==> src/shared/dac_cfg_pkg.sv <==
// Shared constants, field layout and types of the dual converter control block
package dac_cfg_pkg;

	// Data path and register bus widths
	localparam int DATA_W = 16;
	localparam int ADDR_W = 4;
	localparam int ERR_W  = 3;

	// Register offsets, one 16-bit register each
	localparam logic [3:0] REG_CTRL   = 4'h0;
	localparam logic [3:0] REG_MISC   = 4'h1;
	localparam logic [3:0] REG_OFS_A  = 4'h2;
	localparam logic [3:0] REG_OFS_B  = 4'h3;
	localparam logic [3:0] REG_XFER   = 4'h4;
	localparam logic [3:0] REG_STATUS = 4'h5;
	localparam logic [3:0] REG_MASK   = 4'h6;
	localparam logic [3:0] REG_STATE  = 4'h7;

	// Control register field positions
	localparam int CTL_DELAY   = 0;  // Two bits, output delay
	localparam int CTL_CLKDLY  = 2;  // Three bits, clock buffer stages
	localparam int CTL_MODE    = 5;  // Two bits, channel mode
	localparam int CTL_SLEEP_A = 7;
	localparam int CTL_SLEEP_B = 8;
	localparam int CTL_OFS_EN  = 9;
	localparam int CTL_WIRE4   = 10; // One selects the four wire port
	localparam int CTL_SYNC_SW = 11; // One selects software sync
	localparam int CTL_SW_SYNC = 12; // Software sync level
	localparam int CTL_TCHECK  = 13; // Input timing check enable
	localparam int CTL_SELF    = 14; // Core self check enable

	// Miscellaneous register field positions
	localparam int MSC_GAIN_A  = 0;  // Four bits
	localparam int MSC_GAIN_B  = 4;  // Four bits
	localparam int MSC_FIFO_OF = 8;  // Three bits, signed -4 to +3
	localparam int MSC_SOUT    = 11; // Three bits, serial out source

	// Error flag positions, shared by status and mask
	localparam int ERR_SELF = 0;
	localparam int ERR_FIFO = 1;
	localparam int ERR_SH   = 2;

	// Values after reset
	localparam logic [15:0] CTRL_RST = 16'h0000;
	localparam logic [15:0] MISC_RST = 16'h0000;
	localparam logic [15:0] OFS_RST  = 16'h0000;
	localparam logic [2:0]  MASK_RST = 3'h0;

	// Channel modes
	localparam logic [1:0] MODE_DUAL = 2'h0;
	localparam logic [1:0] MODE_ILV  = 2'h1;

	// Timing check patterns
	localparam logic [15:0] PAT_HI = 16'hAAAA;
	localparam logic [15:0] PAT_LO = 16'h5555;

	// FIFO geometry; the pointer reload is centred on half depth
	localparam int         FIFO_DEPTH = 8;
	localparam logic [3:0] FIFO_HALF  = 4'h4;

	// Sample rate relative to the link word rate
	localparam int CLK_PERIOD_PS  = 5000;
	localparam int LINK_PERIOD_PS = 64000;
	localparam int SAMPLE_DIV     =
		(LINK_PERIOD_PS + CLK_PERIOD_PS - 1) / CLK_PERIOD_PS;

	// One sample for each channel
	typedef struct packed {
		logic [15:0] a;
		logic [15:0] b;
	} pair_t;

	// Interleaved word pairing state
	typedef enum logic [1:0] {
		PAIR_FIRST  = 2'b01,
		PAIR_SECOND = 2'b10
	} pair_state_t;

endpackage : dac_cfg_pkg

==> src/dual_dac_digital_config.sv <==
// Digital configuration, data path and error logic of the dual converter
//
// The strobed register port and the register offsets were chosen for this implementation.
`timescale 1ns/1ps

module dual_dac_digital_config #(
	parameter int SAMPLE_DIV = dac_cfg_pkg::SAMPLE_DIV
) (
	input  wire logic        mclk,
	input  wire logic        rst,
	input  wire logic [3:0]  addr,
	input  wire logic [15:0] wdata,
	input  wire logic        wr,
	input  wire logic        rd,
	output logic      [15:0] rdata,
	input  wire logic        link_clk,
	input  wire logic [15:0] din_a,
	input  wire logic [15:0] din_b,
	input  wire logic        sync_pin,
	input  wire logic        self_check_fail,
	output logic      [15:0] dac_a,
	output logic      [15:0] dac_b,
	output logic             dac_valid,
	output logic             sleep_a,
	output logic             sleep_b,
	output logic      [3:0]  gain_a,
	output logic      [3:0]  gain_b,
	output logic             irq,
	output logic             ser_out,
	output logic             ser_out_oe_n,
	output logic             shared_out,
	output logic             shared_oe_n
);

	////////////////////////////////////////////////////////////////////////
	// Functions

	// True when a received word is one of the two check patterns
	function automatic logic is_pattern(input logic [15:0] w);
		is_pattern = (w == dac_cfg_pkg::PAT_HI) || (w == dac_cfg_pkg::PAT_LO);
	endfunction : is_pattern

	// Signed add that clamps at the extreme codes
	function automatic logic [15:0] sat_add(input logic [15:0] x,
	                                        input logic [15:0] y);
		logic [16:0] s;
		s = {x[15], x} + {y[15], y};
		if (s[16] != s[15]) begin
			sat_add = s[16] ? 16'h8000 : 16'h7FFF;
		end else begin
			sat_add = s[15:0];
		end
	endfunction : sat_add

	////////////////////////////////////////////////////////////////////////
	// Register state

	logic [15:0] ctrl;          // Mode and enable bits
	logic [15:0] misc;          // Gains, FIFO offset, serial out source
	logic [15:0] ofs_a_stage;   // Offsets as written by software
	logic [15:0] ofs_b_stage;
	logic [15:0] ofs_a_work;    // Offsets used by the adders
	logic [15:0] ofs_b_work;
	logic [2:0]  err_flags;     // Sticky error flags
	logic [2:0]  err_mask;      // One keeps the matching flag off the interrupt

	// Write decode
	wire wr_ctrl   = wr && (addr == dac_cfg_pkg::REG_CTRL);
	wire wr_misc   = wr && (addr == dac_cfg_pkg::REG_MISC);
	wire wr_ofs_a  = wr && (addr == dac_cfg_pkg::REG_OFS_A);
	wire wr_ofs_b  = wr && (addr == dac_cfg_pkg::REG_OFS_B);
	wire wr_xfer   = wr && (addr == dac_cfg_pkg::REG_XFER);
	wire wr_status = wr && (addr == dac_cfg_pkg::REG_STATUS);
	wire wr_mask   = wr && (addr == dac_cfg_pkg::REG_MASK);

	// Control fields
	wire [1:0] data_delay = ctrl[dac_cfg_pkg::CTL_DELAY +: 2];
	wire [2:0] clk_delay  = ctrl[dac_cfg_pkg::CTL_CLKDLY +: 3];
	wire [1:0] chan_mode  = ctrl[dac_cfg_pkg::CTL_MODE +: 2];
	wire       ofs_en     = ctrl[dac_cfg_pkg::CTL_OFS_EN];
	wire       wire4      = ctrl[dac_cfg_pkg::CTL_WIRE4];
	wire       sync_sw    = ctrl[dac_cfg_pkg::CTL_SYNC_SW];
	wire       sw_sync    = ctrl[dac_cfg_pkg::CTL_SW_SYNC];
	wire       tcheck     = ctrl[dac_cfg_pkg::CTL_TCHECK];
	wire       self_en    = ctrl[dac_cfg_pkg::CTL_SELF];
	wire [2:0] fifo_ofs   = misc[dac_cfg_pkg::MSC_FIFO_OF +: 3];
	wire [2:0] sout_sel   = misc[dac_cfg_pkg::MSC_SOUT +: 3];

	// Mode decode; codes above interleaved mean single channel
	wire mode_single = chan_mode[1];
	wire mode_ilv    = (chan_mode == dac_cfg_pkg::MODE_ILV);

	// Control and staged offset registers
	always_ff @(posedge mclk) begin
		if (rst) begin
			ctrl        <= dac_cfg_pkg::CTRL_RST;
			misc        <= dac_cfg_pkg::MISC_RST;
			ofs_a_stage <= dac_cfg_pkg::OFS_RST;
			ofs_b_stage <= dac_cfg_pkg::OFS_RST;
			err_mask    <= dac_cfg_pkg::MASK_RST;
		end else begin
			if (wr_ctrl)  ctrl        <= wdata;
			if (wr_misc)  misc        <= wdata;
			if (wr_ofs_a) ofs_a_stage <= wdata;
			if (wr_ofs_b) ofs_b_stage <= wdata;
			if (wr_mask)  err_mask    <= wdata[2:0];
		end
	end

	// Working offsets change only on the transfer strobe
	always_ff @(posedge mclk) begin
		if (rst) begin
			ofs_a_work <= dac_cfg_pkg::OFS_RST;
			ofs_b_work <= dac_cfg_pkg::OFS_RST;
		end else if (wr_xfer) begin
			ofs_a_work <= ofs_a_stage;
			ofs_b_work <= ofs_b_stage;
		end
	end

	////////////////////////////////////////////////////////////////////////
	// Pin synchronisers: three stages, a level moves once two and three agree

	logic [2:0]  link_s;        // Link clock samples
	logic [2:0]  sync_s;        // External sync samples
	logic        link_lvl;      // Filtered link clock
	logic        sync_lvl;      // Filtered external sync
	logic [15:0] da_q [3];      // Data pipelines matched to the clock path
	logic [15:0] db_q [3];

	// Sampling flops
	always_ff @(posedge mclk) begin
		if (rst) begin
			link_s   <= 3'h0;
			sync_s   <= 3'h0;
			link_lvl <= 1'b0;
			sync_lvl <= 1'b0;
		end else begin
			link_s <= {link_s[1:0], link_clk};
			sync_s <= {sync_s[1:0], sync_pin};
			if (link_s[1] == link_s[2]) link_lvl <= link_s[2];
			if (sync_s[1] == sync_s[2]) sync_lvl <= sync_s[2];
		end
	end

	// Data stages, same depth as the clock path
	always_ff @(posedge mclk) begin
		da_q[0] <= din_a;
		db_q[0] <= din_b;
		da_q[1] <= da_q[0];
		db_q[1] <= db_q[0];
		da_q[2] <= da_q[1];
		db_q[2] <= db_q[1];
	end

	// Link rising edge, then a chain of delay stages
	logic       link_lvl_q;     // Previous filtered link level
	logic [6:0] edge_sr;        // Buffer stage chain
	wire        link_edge = link_lvl && !link_lvl_q;
	wire [7:0]  edge_taps = {edge_sr, link_edge};
	wire        push      = edge_taps[clk_delay];

	always_ff @(posedge mclk) begin
		if (rst) begin
			link_lvl_q <= 1'b0;
			edge_sr    <= 7'h00;
		end else begin
			link_lvl_q <= link_lvl;
			edge_sr    <= {edge_sr[5:0], link_edge};
		end
	end

	////////////////////////////////////////////////////////////////////////
	// Sync source and transmit enable

	logic sel_lvl_q;                                                // Edge finder
	wire  sel_lvl  = sync_sw ? sw_sync : sync_lvl;
	wire  sync_ev  = sel_lvl && !sel_lvl_q;
	wire  tx_en    = sel_lvl;

	always_ff @(posedge mclk) begin
		if (rst) sel_lvl_q <= 1'b0;
		else     sel_lvl_q <= sel_lvl;
	end

	////////////////////////////////////////////////////////////////////////
	// Word pairing; interleaved mode takes A then B from the A bus

	dac_cfg_pkg::pair_state_t pair_st;
	logic [15:0]              hold_a;   // First word of an interleaved pair
	wire  ilv_second = (pair_st == dac_cfg_pkg::PAIR_SECOND);
	wire  word_push  = push && (!mode_ilv || ilv_second);
	wire  dac_cfg_pkg::pair_t in_pair =
		mode_ilv ? {hold_a, da_q[2]} : {da_q[2], db_q[2]};  // A in high half

	always_ff @(posedge mclk) begin
		if (rst) begin
			pair_st <= dac_cfg_pkg::PAIR_FIRST;
			hold_a  <= 16'h0000;
		end else if (push) begin
			case (pair_st)
				dac_cfg_pkg::PAIR_FIRST: begin
					hold_a <= da_q[2];
					if (mode_ilv) pair_st <= dac_cfg_pkg::PAIR_SECOND;
				end
				dac_cfg_pkg::PAIR_SECOND: begin
					pair_st <= dac_cfg_pkg::PAIR_FIRST;
				end
				default: begin
					pair_st <= dac_cfg_pkg::PAIR_FIRST;
				end
			endcase
		end
	end

	// Pattern test on each received word; B bus only counts when in use
	wire sh_bad = push && tcheck && (!is_pattern(da_q[2]) ||
		(!mode_ilv && !mode_single && !is_pattern(db_q[2])));

	////////////////////////////////////////////////////////////////////////
	// FIFO between link words and converter samples

	localparam int PW = $clog2(dac_cfg_pkg::FIFO_DEPTH);

	dac_cfg_pkg::pair_t mem [dac_cfg_pkg::FIFO_DEPTH];
	logic [PW-1:0]      wr_ptr;
	logic [PW-1:0]      rd_ptr;
	logic [PW:0]        fill;
	logic [7:0]         div_cnt;    // Sample rate divider
	logic               sample_en;  // One cycle per output sample

	wire [3:0] fill_init = dac_cfg_pkg::FIFO_HALF - {fifo_ofs[2], fifo_ofs};
	wire full     = (fill == 4'(dac_cfg_pkg::FIFO_DEPTH));
	wire empty    = (fill == 4'h0);
	wire pop      = sample_en && tx_en;
	wire pop_ok   = pop && !empty;
	// A word that meets a reload to a full position is dropped, so the
	// fill count can never pass the depth
	wire push_ok  = word_push &&
		(sync_ev ? !fill_init[PW] : (!full || pop_ok));
	wire overrun  = (word_push && !push_ok) || (pop && empty);

	// Sample rate divider
	always_ff @(posedge mclk) begin
		if (rst) begin
			div_cnt   <= 8'h00;
			sample_en <= 1'b0;
		end else begin
			sample_en <= (div_cnt == 8'(SAMPLE_DIV - 1));
			div_cnt   <= (div_cnt == 8'(SAMPLE_DIV - 1)) ? 8'h00 : div_cnt + 8'h01;
		end
	end

	// Storage
	always_ff @(posedge mclk) begin
		if (push_ok) mem[wr_ptr] <= in_pair;
	end

	// Pointers; a sync event reloads the read side from the offset
	always_ff @(posedge mclk) begin
		if (rst) begin
			wr_ptr <= '0;
			rd_ptr <= '0;
			fill   <= '0;
		end else begin
			if (push_ok) wr_ptr <= wr_ptr + PW'(1);
			if (sync_ev) begin
				rd_ptr <= wr_ptr - fill_init[PW-1:0];
				fill   <= fill_init + {3'h0, push_ok};
			end else begin
				if (pop_ok) rd_ptr <= rd_ptr + PW'(1);
				fill <= fill + {3'h0, push_ok} - {3'h0, pop_ok};
			end
		end
	end

	////////////////////////////////////////////////////////////////////////
	// Routing, offset and output delay

	dac_cfg_pkg::pair_t dly [4];            // Delay line, stage 0 newest
	wire dac_cfg_pkg::pair_t head = pop_ok ? mem[rd_ptr] : '0;
	wire [15:0] path_b = mode_single ? 16'h0000 : head.b;  // A only
	wire [15:0] ofs_a  = ofs_en ? ofs_a_work : 16'h0000;
	wire [15:0] ofs_b  = ofs_en ? ofs_b_work : 16'h0000;
	wire dac_cfg_pkg::pair_t proc =
		'{a: sat_add(head.a, ofs_a), b: sat_add(path_b, ofs_b)};

	// Delay line and output stage, one step per sample
	always_ff @(posedge mclk) begin
		if (rst) begin
			dly       <= '{default: '0};
			dac_a     <= 16'h0000;
			dac_b     <= 16'h0000;
			dac_valid <= 1'b0;
		end else begin
			dac_valid <= sample_en;
			if (sample_en) begin
				dly[0] <= proc;
				dly[1] <= dly[0];
				dly[2] <= dly[1];
				dly[3] <= dly[2];
				dac_a  <= dly[data_delay].a;
				dac_b  <= dly[data_delay].b;
			end
		end
	end

	////////////////////////////////////////////////////////////////////////
	// Error flags and interrupt

	wire [2:0] err_set  = {sh_bad, overrun, self_en && self_check_fail};
	wire [2:0] err_keep = wr_status ? wdata[2:0] : 3'h7;
	wire [2:0] err_show = err_flags & ~err_mask;

	// Writing zero clears a flag; a new event in that cycle wins
	always_ff @(posedge mclk) begin
		if (rst) begin
			err_flags <= 3'h0;
			irq       <= 1'b0;
		end else begin
			err_flags <= (err_flags & err_keep) | err_set;
			irq       <= |err_show;
		end
	end

	////////////////////////////////////////////////////////////////////////
	// Pin outputs and serial port drive

	wire [7:0] sout_src = {3'h0, err_flags[dac_cfg_pkg::ERR_SH],
		err_flags[dac_cfg_pkg::ERR_FIFO], err_flags[dac_cfg_pkg::ERR_SELF],
		tx_en, irq};
	wire sout_bit = sout_src[sout_sel];

	// Registered pin drive
	always_ff @(posedge mclk) begin
		if (rst) begin
			sleep_a      <= 1'b0;
			sleep_b      <= 1'b0;
			gain_a       <= 4'h0;
			gain_b       <= 4'h0;
			ser_out      <= 1'b0;
			shared_out   <= 1'b0;
			ser_out_oe_n <= 1'b1;
			shared_oe_n  <= 1'b1;
		end else begin
			sleep_a      <= ctrl[dac_cfg_pkg::CTL_SLEEP_A];
			sleep_b      <= ctrl[dac_cfg_pkg::CTL_SLEEP_B];
			gain_a       <= misc[dac_cfg_pkg::MSC_GAIN_A +: 4];
			gain_b       <= misc[dac_cfg_pkg::MSC_GAIN_B +: 4];
			ser_out      <= sout_bit;
			shared_out   <= sout_bit;
			ser_out_oe_n <= !wire4;
			shared_oe_n  <= wire4;
		end
	end

	////////////////////////////////////////////////////////////////////////
	// Read port, data in the cycle after the strobe

	wire [15:0] rd_mux =
		(addr == dac_cfg_pkg::REG_CTRL)   ? ctrl :
		(addr == dac_cfg_pkg::REG_MISC)   ? misc :
		(addr == dac_cfg_pkg::REG_OFS_A)  ? ofs_a_stage :
		(addr == dac_cfg_pkg::REG_OFS_B)  ? ofs_b_stage :
		(addr == dac_cfg_pkg::REG_STATUS) ? {13'h0, err_flags} :
		(addr == dac_cfg_pkg::REG_MASK)   ? {13'h0, err_mask} :
		(addr == dac_cfg_pkg::REG_STATE)  ? {9'h0, fill, sel_lvl, link_lvl, tx_en} :
		16'h0000;

	always_ff @(posedge mclk) begin
		if (rst)     rdata <= 16'h0000;
		else if (rd) rdata <= rd_mux;
		else         rdata <= 16'h0000;
	end
endmodule : dual_dac_digital_config

==> config.mk <==
export PLATFORM = sky130hd
export DESIGN_NAME = dual_dac_digital_config
export DESIGN_NICKNAME = d
export VERILOG_FILES = /design/src/shared/dac_cfg_pkg.sv /design/src/dual_dac_digital_config.sv
export SDC_FILE = /design/constraint.sdc
export NUM_CORES = 1
export LEC_CHECK = 0
export BUFFER_PORTS_ARGS = -buffer_cell sky130_fd_sc_hd__buf_4
export CORE_UTILIZATION = 45
export DETAILED_ROUTE_END_ITERATION = 8
export PLACE_DENSITY = 0.59
export SYNTH_ARGS = -nofsm -noshare
export SYNTH_HDL_FRONTEND = slang
export SYNTH_SLANG_ARGS = --single-unit
==> constraint.sdc <==
create_clock -name mclk -period 10.5 [get_ports mclk]
set_input_delay 0.525 -clock mclk [delete_from_list [all_inputs] [get_ports mclk]]
set_output_delay 0.525 -clock mclk [all_outputs]
set_load 0.005 [all_outputs]
==> run metrics <==
number of register bits inferred by synthesis ~700; global routing met2 resource utilization a little over a third; count of synthesis-stage warnings from yosys 0; setup repair after global routing missed its margin false; post-DR wirelength/cell 19.40 um; storage element area roughly 17000 sq um; clock transition at the registers of the reported paths ~0.06 ns; TNS Setup 0 ns; gpl congestion between 0.8 and 0.9; ratio of cells with drive above 1 in the final layout a little under a fifth; number of levels the H-tree was split into 3; via density per instance 5.327; Site Rows ~90; maximum clock frequency 189.5 MHz; cell area after technology mapping around 28000 sq um; CP Data Required Time between 10 and 15 ns; number of nets in the synthesized netlist roughly 2400; period utilisation layout 50.26%; starting density of the core 45.40%; number of instances in the synthesized netlist around 2300; die footprint between 60000 and 70000 sq um; shortest clock period the worst path allows after layout approximately 5.3 ns; multi-input gate area in the final layout 10710 sq um; global-route wire length before repair approximately 100 mm; final instance area 32510 sq um; final setup violation count 0; remaining max-slew budget at the tightest pin 15.34%; count of flip-flops with a built-in enable after synthesis 256; pin count of the biggest net entering global routing roughly 200; CP Capture Type flip-flop; critical path fanouts, max 19; Synth cell types a little under 70; met1 usage in global routing about a quarter; die extent in x approximately 250 um; iteration-0 DRC count of the detailed router 1083; fraction of the yosys area taken by sequential cells 59.42%; Buffers on Ports around 120; Cell Count Post-Placement between 3000 and 4000; power density over the cells 173.7 nW/um^2; number of buffers created by CTS between 70 and 80; Leak 11.13 nW; worst voltage drop across the vdd grid between 0.15 and 0.2 mV; worst min-delay path class input pin to flip-flop; fill cell count ~5200; Final Max Slew Viols 0; Die Y 251.3 um; met3 GRT Util between 3 and 4%; DP Area 29630 sq um; outcome finished, final reports clean; total I/O pin count between 100 and 150; Slew @ Worst Pin around 1.3 ns; share of async-settable or async-resettable flops after synthesis 0%; clock skew between 0.02 and 0.03 ns; TritonCTS clock tree done; final hold slack 0.03948 ns; detailed placement HPWL approximately 42 mm; syn_area_per_cell approximately 12 sq um; Hold Fails Final Rpt 0; total routed wirelength roughly 64 mm; remaining routing DRC violations 0; number of global-route vias before repair between 15000 and 20000; Std-Cell Core Area roughly 60000 sq um; most used flip-flop cell after synthesis dfxtp_1; Via Count 17580; layout overhead on the synthesized area 16.25%; GRT Util Overall around 21%; worst-case clock buffer depth 3; initial antenna violation count 1; setup bufs post-CTS 0; Clk Latency, worst-skew pair roughly 0.62 ns; maximum capacitance violations 0; layer with the highest usage met2; clock sink count 702; net count reported at finish 2509; FF-to-FF setup slack 5.22 ns; GRT Residual Overflow 0; type of the worst setup path flip-flop to flip-flop; Initial DRT Pass Iterations 5; non-filler cells in the finished layout 3300; post-route antenna net violation count 0; clock root buffer clkbuf_16; crit path launch type flip-flop; arrival time at the worst endpoint 5.78 ns
critical path: stages (launching register included):
cell and delay, ns:
dfxtp_1 0.33, mux2_2 0.37, nand3_1 0.74, inv_1 0.49, nand2b_1 0.39, nor2_1 0.37
ha_1 0.26, inv_1 0.07, fa_1 0.45, nand2b_1 0.18, a21oi_1 0.22, nor2_1 0.14
o31ai_4 0.28, a21oi_2 0.25, maj3_1 0.39, a211oi_1 0.24
sequential cells by signal (all words and copies together) (netlist names), 48 cells and up, named ones only:
| register | cells |
|---|---|
| dly | 128 |
| da_q | 48 |
| db_q | 48 |
| mem | 256 |
final timing paths:
path | from | endpoint | depth (start not counted)
max | ctrl[11] | dly[101] | 15
min reg2reg | db_q[0][28] | db_q[0][44] | 0
max reg2reg | ctrl[11] | dly[101] | 15
min | din_a[9] | da_q[0][9] | 1
what timing repair did:
item / 4_1_cts / 5_1_grt
hold endpoints to repair: 31 / 0
resized for setup: 0 / 0
hold buffers: 31 / 0
cells in the mapped netlist, types with 13 or more instances:
library cell	instances	area, sq um
dfxtp_1	446	8929
nor2_1	264	991.0
nand2_1	262	983.4
edfxtp_1	256	7687
mux2i_1	192	1922
a21oi_1	148	740.7
mux4_2	101	2275
clkbuf_1	92	345.3
ha_1	46	575.6
o21ai_0	44	220.2
and2_1	36	225.2
inv_1	35	131.4
nor2b_1	35	219.0
mux2_2	33	371.6
xor2_1	22	192.7
xnor2_1	21	183.9
nor4bb_1	16	160.2
a211oi_1	14	105.1
a311oi_1	14	122.6
buf_1	14	52.55
nand2b_1	14	87.58
a211oi_2	13	162.7
metal layers:
| metal | part of all wire [%] | vias to the layer above |
|---|---|---|
| li1 | - | 8417 |
| met1 | 43 | 8622 |
| met2 | 49 | 418 |
| met3 | 5.0 | 121 |
| met4 | 2.9 | 0 |
| met5 | 0 | - |
cells in the final DEF, fill, tap and decap left out, drive strengths merged, types with 10 or more instances in the layout:
cell type      n
nand4         10
buf          147
xor2          22
xnor2         22
nor2b         35
dlygate4sd3   31
and2          36
o21ai         47
edfxtp       256
a311oi        14
a21o          10
clkbuf       110
ha            46
nor4bb        16
clkinv        17
a211oi        27
inv           44
dfxtp        446
nand2b        14
maj3          16
nor3          13
nor2         265
mux2i        192
nand3         10
nand2        262
mux2          33
mux4         101
a21oi        152
report_power, final:
group          internal, W  switching, W  total (W)
combinational    0.0000492     0.0000760   0.000125
sequential         0.00284     0.0000179    0.00286
clock              0.00159       0.00107    0.00266
total              0.00448       0.00117    0.00565
stage by stage:
step | setup WS (ns) | total power, W | utilization [%]
final | 5.223 | 0.005648 | 52.78
after global routing | 4.836 | 0.005836 | 52.77
after CTS | 5.118 | 0.005712 | 52.76
after detailed placement | 5.156 | 0.003037 | 48.11
after global placement | 5.352 | 0.003034 | 48.11
after floorplan | 5.909 | 0.002983 | -
cell type report:
class | count | share of cell area [%]
antenna | 1 | 0.007697
clock buffer | 110 | 7.101
clock inverter | 30 | 0.7659
inverter | 35 | 0.4041
multi-input combinational | 1407 | 32.94
sequential | 702 | 51.15
tap | 837 | 3.221
timing repair buffer | 178 | 4.411
cell families (layout without fill, tap and decap cells):
family	Yosys count	in the layout	share of synthesized area, %
buffers and inverters	161	353	2.456
adders and majority gates	66	66	2.966
DFF	702	702	59.42
and+or+nand+nor	675	675	10.63
AOI/OAI and AO/OA	296	296	6.787
other	0	1	0
muxes	326	326	16.33
xor gates and xnor gates	44	44	1.405
(Power assumes the default switching activity.)
